<file path="src/gmoc_pkg.sv">
// Constants for the global mode and output-enable configuration block.
// Assumes an APB master with 32-bit data; all register fields live in one word.
package gmoc_pkg;
	localparam logic [11:0] GOC_OFFSET = 12'h008;
	localparam int QUAD_BIT = 6;
	localparam int CONCAT_BIT = 5;
	localparam int CB_OE_BIT = 4;
	localparam int GLOBAL_OE_BIT = 3;
	localparam int RX_OVR_BIT = 11;
	localparam int DEV_ADDR_MSB = 2;
	localparam int DEV_ADDR_LSB = 0;
	localparam logic [15:0] GOC_RESET = 16'h0000;
	localparam logic [15:0] GOC_MASK = 16'h087F;
	localparam logic [4:0] NULL_PHY_ADDR = 5'h1F;
	localparam int SYNC_STAGES = 3;
endpackage

</file>
<file path="src/gmoc_addr_match.sv">
// Cell-bus address decoder for one direction: device match and channel select.
// Assumes addr comes from logic on ref_clk; result is registered.
`timescale 1ns/1ps
module gmoc_addr_match (
	input wire logic ref_clk,
	input wire logic reset,
	input wire logic [2:0] dev_addr,
	input wire logic [4:0] bus_addr,
	output logic match,
	output logic [1:0] channel
);
	typedef struct packed {
		logic match;
		logic [1:0] channel;
	} gmoc_match_type;

	gmoc_match_type s_q;
	gmoc_match_type s_d;

	always_comb begin
		s_d = s_q;
		// Null address is never ours, even when the upper bits coincide
		s_d.match = (bus_addr != gmoc_pkg::NULL_PHY_ADDR) && (bus_addr[4:2] == dev_addr);
		s_d.channel = s_d.match ? bus_addr[1:0] : 2'h0;
	end

	always_ff @(posedge ref_clk) begin
		if (reset) begin
			s_q <= '0;
		end else begin
			s_q <= s_d;
		end
	end

	assign match = s_q.match;
	assign channel = s_q.channel;
endmodule // gmoc_addr_match

</file>
<file path="src/gmoc_global_config.sv">
// Global operational configuration register: transceiver mode, concatenation,
// cell-bus and global output enables, and the cell-bus device address.
// Assumes an APB master on ref_clk; enable pins are asynchronous, cell-bus
// addresses arrive from logic on ref_clk.
//
// The APB interface to the registers and the register addresses were decided locally.
`timescale 1ns/1ps
module gmoc_global_config #(
	parameter int ADDR_W = 12
) (
	input wire logic ref_clk,
	input wire logic reset,
	input wire logic psel,
	input wire logic penable,
	input wire logic pwrite,
	input wire logic [ADDR_W-1:0] paddr,
	input wire logic [31:0] pwdata,
	output logic [31:0] prdata,
	output logic pready,
	output logic pslverr,
	input wire logic cell_bus_output_enable_pin,
	input wire logic global_output_enable_pin,
	input wire logic [4:0] rx_cell_addr,
	input wire logic [4:0] tx_cell_addr,
	output logic quad_mode,
	output logic concat_mode,
	output logic cell_bus_oe,
	output logic rx_cell_bus_oe,
	output logic tx_cell_bus_oe,
	output logic global_oe,
	output logic rx_match,
	output logic [1:0] rx_channel,
	output logic tx_match,
	output logic [1:0] tx_channel
);
	typedef struct packed {
		logic [15:0] cfg;
		logic [gmoc_pkg::SYNC_STAGES-1:0] cb_sync;
		logic [gmoc_pkg::SYNC_STAGES-1:0] goe_sync;
		logic cb_pin;
		logic goe_pin;
		logic pready;
		logic pslverr;
		logic [31:0] prdata;
		logic quad;
		logic concat;
		logic cb_oe;
		logic rx_oe;
		logic tx_oe;
		logic goe;
	} gmoc_state_type;

	gmoc_state_type s_q;
	gmoc_state_type s_d;
	logic hit;
	logic access;

	// The register offset needs four address bits; APB addresses stop at 32
	if (ADDR_W < 4 || ADDR_W > 32) begin : g_addr_w_check
		$error("ADDR_W must lie between 4 and 32");
	end

	assign hit = (paddr == ADDR_W'(gmoc_pkg::GOC_OFFSET));
	assign access = psel && penable;

	always_comb begin
		s_d = s_q;
		// Pins are asynchronous; a new level counts only once stages two and three agree
		s_d.cb_sync = {s_q.cb_sync[1:0], cell_bus_output_enable_pin};
		s_d.goe_sync = {s_q.goe_sync[1:0], global_output_enable_pin};
		if (s_q.cb_sync[2] == s_q.cb_sync[1]) begin
			s_d.cb_pin = s_q.cb_sync[2];
		end
		if (s_q.goe_sync[2] == s_q.goe_sync[1]) begin
			s_d.goe_pin = s_q.goe_sync[2];
		end
		// One wait state keeps pready and prdata straight from flops
		s_d.pready = access && !s_q.pready;
		s_d.pslverr = access && !s_q.pready && !hit;
		if (access && !s_q.pready) begin
			s_d.prdata = hit ? {16'h0000, s_q.cfg & gmoc_pkg::GOC_MASK} : 32'h0000_0000;
		end
		if (access && s_q.pready && pwrite && hit) begin
			s_d.cfg = pwdata[15:0] & gmoc_pkg::GOC_MASK;
		end
		s_d.quad = s_q.cfg[gmoc_pkg::QUAD_BIT];
		// Quad mode leaves the concatenation bit stored but without effect
		s_d.concat = !s_q.cfg[gmoc_pkg::QUAD_BIT] && s_q.cfg[gmoc_pkg::CONCAT_BIT];
		s_d.goe = s_q.cfg[gmoc_pkg::GLOBAL_OE_BIT] || s_q.goe_pin;
		s_d.cb_oe = s_q.cfg[gmoc_pkg::CB_OE_BIT] || s_q.cb_pin;
		// Global enable gates both cell-bus drive enables, receive and transmit; cell_bus_oe itself is not gated
		s_d.tx_oe = s_d.goe && s_d.cb_oe;
		s_d.rx_oe = s_d.goe && (s_d.cb_oe || s_q.cfg[gmoc_pkg::RX_OVR_BIT]);
	end

	always_ff @(posedge ref_clk) begin
		if (reset) begin
			s_q <= '0;
			s_q.cfg <= gmoc_pkg::GOC_RESET;
		end else begin
			s_q <= s_d;
		end
	end

	gmoc_addr_match u_rx_match (
		.ref_clk(ref_clk),
		.reset(reset),
		.dev_addr(s_q.cfg[gmoc_pkg::DEV_ADDR_MSB:gmoc_pkg::DEV_ADDR_LSB]),
		.bus_addr(rx_cell_addr),
		.match(rx_match),
		.channel(rx_channel)
	);

	gmoc_addr_match u_tx_match (
		.ref_clk(ref_clk),
		.reset(reset),
		.dev_addr(s_q.cfg[gmoc_pkg::DEV_ADDR_MSB:gmoc_pkg::DEV_ADDR_LSB]),
		.bus_addr(tx_cell_addr),
		.match(tx_match),
		.channel(tx_channel)
	);

	assign prdata = s_q.prdata;
	assign pready = s_q.pready;
	assign pslverr = s_q.pslverr;
	assign quad_mode = s_q.quad;
	assign concat_mode = s_q.concat;
	assign cell_bus_oe = s_q.cb_oe;
	assign rx_cell_bus_oe = s_q.rx_oe;
	assign tx_cell_bus_oe = s_q.tx_oe;
	assign global_oe = s_q.goe;
endmodule // gmoc_global_config

</file>
<file path="config.mk">
export PLATFORM = sky130hd
export DESIGN_NAME = gmoc_global_config
export DESIGN_NICKNAME = d
export VERILOG_FILES = /design/src/gmoc_pkg.sv /design/src/gmoc_addr_match.sv /design/src/gmoc_global_config.sv
export SDC_FILE = /design/constraint.sdc
export NUM_CORES = 1
export LEC_CHECK = 0
export ABC_AREA = 1
export BUFFER_PORTS_ARGS = -buffer_cell sky130_fd_sc_hd__buf_4
export CELL_PAD_IN_SITES_DETAIL_PLACEMENT = 0
export CELL_PAD_IN_SITES_GLOBAL_PLACEMENT = 1
export CORE_MARGIN = 2
export CORE_UTILIZATION = 26
export DETAILED_ROUTE_END_ITERATION = 16
export HOLD_SLACK_MARGIN = 0.1
export PLACE_DENSITY_LB_ADDON = 0.1
export SYNTH_ARGS = -nofsm -noshare
export SYNTH_HDL_FRONTEND = slang
export SYNTH_SLANG_ARGS = --single-unit
</file>
<file path="constraint.sdc">
create_clock -name ref_clk -period 1.1 [get_ports ref_clk]
set_clock_uncertainty 0.15 [all_clocks]
set_input_delay 0.11 -clock ref_clk [delete_from_list [all_inputs] [get_ports ref_clk]]
set_output_delay 0.11 -clock ref_clk [all_outputs]
set_load 0.01 [all_outputs]
</file>
==> run summary <==
run status: complete, but fails checks
failing checks: hold timing, setup timing
hold_buf cts: 18
crit share post-route: 107%
Pwr Total: 2.82 mW
worst endpoint required time: 1140 ps
crit path cell chain: nand2_8 -> nor2_8 -> buf_4 -> nand4_1 -> nand2_1 -> nor2_1
H-tree level count: 2
global router's overall resource usage: 11.1%
area occupied by multi-input gates: 749 um2
critical path's slowest cell: dfxtp_4
die area: 0.00760 mm2
diode count: 0
Pre-antenna DRT Iters: 4
GRT Residual Overflow: 0
CTS Buffer Depth: 2
critical path peak fanout: 4
die width: 87.2 um
fmax: 851 MHz
CP arrival: 1220 ps
final setup violation count: 14
Yosys top cell area share: 42.3%
Netlist cell types: 24
Critical path origin: pready
sequential cell area: 764 um2
r2r startpoint: pready
CP Launch Type: flop
delay-heaviest family, CP: flip-flops
slowest stage delay, CP: 400 ps
Hold WS: -54.3 ps
fin util: 38.2%
TritonCTS clock tree: done
Die Y: 87.2 um
end of the critical path: s_d[5]
syn avg cell area: 7.49 um2
critical path depth: 6
Worst Setup End Kind: flop
final-report max-slew violation count: 0
Vias/cell: 3.91
Crit Reg-Reg Endpoint: s_d[5]
detailed router's first-iteration violation count: 59
largest net degree at the start of global routing: 13
Via Count: 1573
P&R area growth vs syn: 43.5%
filler cell count: 744
Core Area: 0.00676 mm2
worst setup path category: flop to flop
drt drc: 0
RSZ-0062 raised after global routing: yes
synthesized instance count: 240
Synth Cell Area: 0.00180 mm2
Synth Warn #: 0
Total Wirelength: 4.07 mm
HPWL Detailed: 3.01 mm
Sink Count: 38
clock-pin slew on the worst setup and hold paths: 80 ps
row count: 30
post-synth top area cell: dfxtp_1
Worst Hold Class: primary input to flop
layout cells sized above 1: 29.8%
Reg2Reg Depth: 6
cell area power density: 1090 mW/mm2
Final Hold Vio Count: 6
Root Buffer Master: clkbuf_8
fin nets: 382
Setup TNS: -588 ps
antenna violations before repair: 0
hold path depth: 2
TritonCTS Buffers: 5
crit path time final: 1180 ps
antenna violation net count after detailed routing: 0
Top Ports: 107
LEAKAGE: 1.29 nW
worst path bufs/invs: 1
Setup WS pre-CTS: -88.5 ps
I/O Buffers: 58
reg2reg setup slack: -80 ps
Starting Density: 26.6%
DR WL/cell: 10.1 um
sequential area share after synthesis: 42.3%
dominant cells by area after synthesis: dfxtp_1, buf_4, inv_1
global-route wire length before repair: 6.58 mm
final worst setup slack: -75.7 ps
clock latency on the worst-skew pair: 280 ps
Yosys reg bits: 38
Worst VDD drop: 0.415 mV
Max Cap Viol: 0
final RePlAce weighted congestion: 0.668
vias in the first global route: 1390
-- cells by family (layout without fill, tap and decap cells) --
kind of cell	count (synthesis)	after routing	share of synthesized area [%]
AO/OA/AOI/OAI	28	28	8.21
buffers and inverters	76	134	22.9
flip-flops	38	38	42.3
other	1	24	0.209
AND/OR/NAND/NOR	97	98	26.4
-- cell usage in the layout, fill, tap and decap left out, types with 2 or more instances in the layout --
master,synthesis,layout
buf_4,33,67
inv_1,38,38
o22ai_1,2,2
conb_1,1,24
clkbuf_8,0,6
o21ai_1,0,4
nor2_1,35,34
nor3_1,3,3
nand2_2,4,5
nor2_8,2,2
nand2_1,29,27
nand3_1,10,9
dfxtp_1,38,37
nor2_4,1,2
nand4_1,8,8
nor2_2,3,4
buf_12,0,2
o21ai_0,12,8
dlygate4sd3_1,0,17
a21oi_1,12,12
-- power by group --
group	switching (mW)	total [mW]	internal [mW]	leakage, nW
logic	0.187	0.397	0.211	0.932
clock network	0.490	0.994	0.504	0.0472
registers	0.0173	1.42	1.41	0.310
-- state kept, by name, indices dropped and copies added, names as in the netlist, 2 cells and up --
| signal | cells |
|---|---|
| s_q | 11 |
| u_rx_match.channel | 2 |
| u_tx_match.channel | 2 |
| prdata | 8 |
| s_d | 5 |
-- layer usage --
metal | GRT usage, % | routed length, um | up-vias
met4 | 4.20 | 69 | 0
li1 | - | - | 845
met1 | 15.7 | 2000 | 666
met2 | 16.6 | 1770 | 56
met5 | 0 | 0 | -
met3 | 2.37 | 228 | 6
-- worst min-delay path by stage --
stage                                    start     endpoint  slack, ps
finish                                   reset  cell_bus_oe        -50
global route                             reset  cell_bus_oe        -60
CTS                                      reset  cell_bus_oe        -60
detailed placement  cell_bus_output_enable_pin      s_d[46]        170
global placement      global_output_enable_pin      s_d[43]        160
floorplan             global_output_enable_pin      s_d[43]         70
-- Yosys cell counts --
cell	count
a211oi_1	1
a21boi_0	1
a21oi_1	12
and2_1	1
buf_2	1
buf_4	33
clkbuf_1	2
clkbuf_2	1
conb_1	1
dfxtp_1	38
inv_1	38
inv_2	1
nand2_1	29
nand2_2	4
nand3_1	10
nand3_4	1
nand4_1	8
nor2_1	35
nor2_2	3
nor2_4	1
nor2_8	2
nor3_1	3
o21ai_0	12
o22ai_1	2
-- metrics by stage --
stage                     instances  instance area [um2]
after floorplan                 263                 1890
after global placement          372                 2240
after detailed placement        372                 2240
after CTS                       401                 2560
after global routing            402                 2580
final                           402                 2580
-- area by class of cell --
type                    count  share of cell area [%]
well taps                  80                    3.88
multi-input cells         150                    29.0
flip-flops and latches     38                    29.6
inverters                  39                    5.67
repair buffers             87                    28.1
clock inverters             2                   0.485
clock buffers               6                    3.20
-- what timing repair did --
action / 4_1_cts / 5_1_grt
setup endpoints to repair: 19 / 24
pin swaps: 17 / 3
buffers inserted: 2 / 1
hold endpoints to repair: 28 / 8
gates cloned: 1 / 0
resized for setup: 3 / 9
Note: power is estimated with default switching activity, not from simulation.
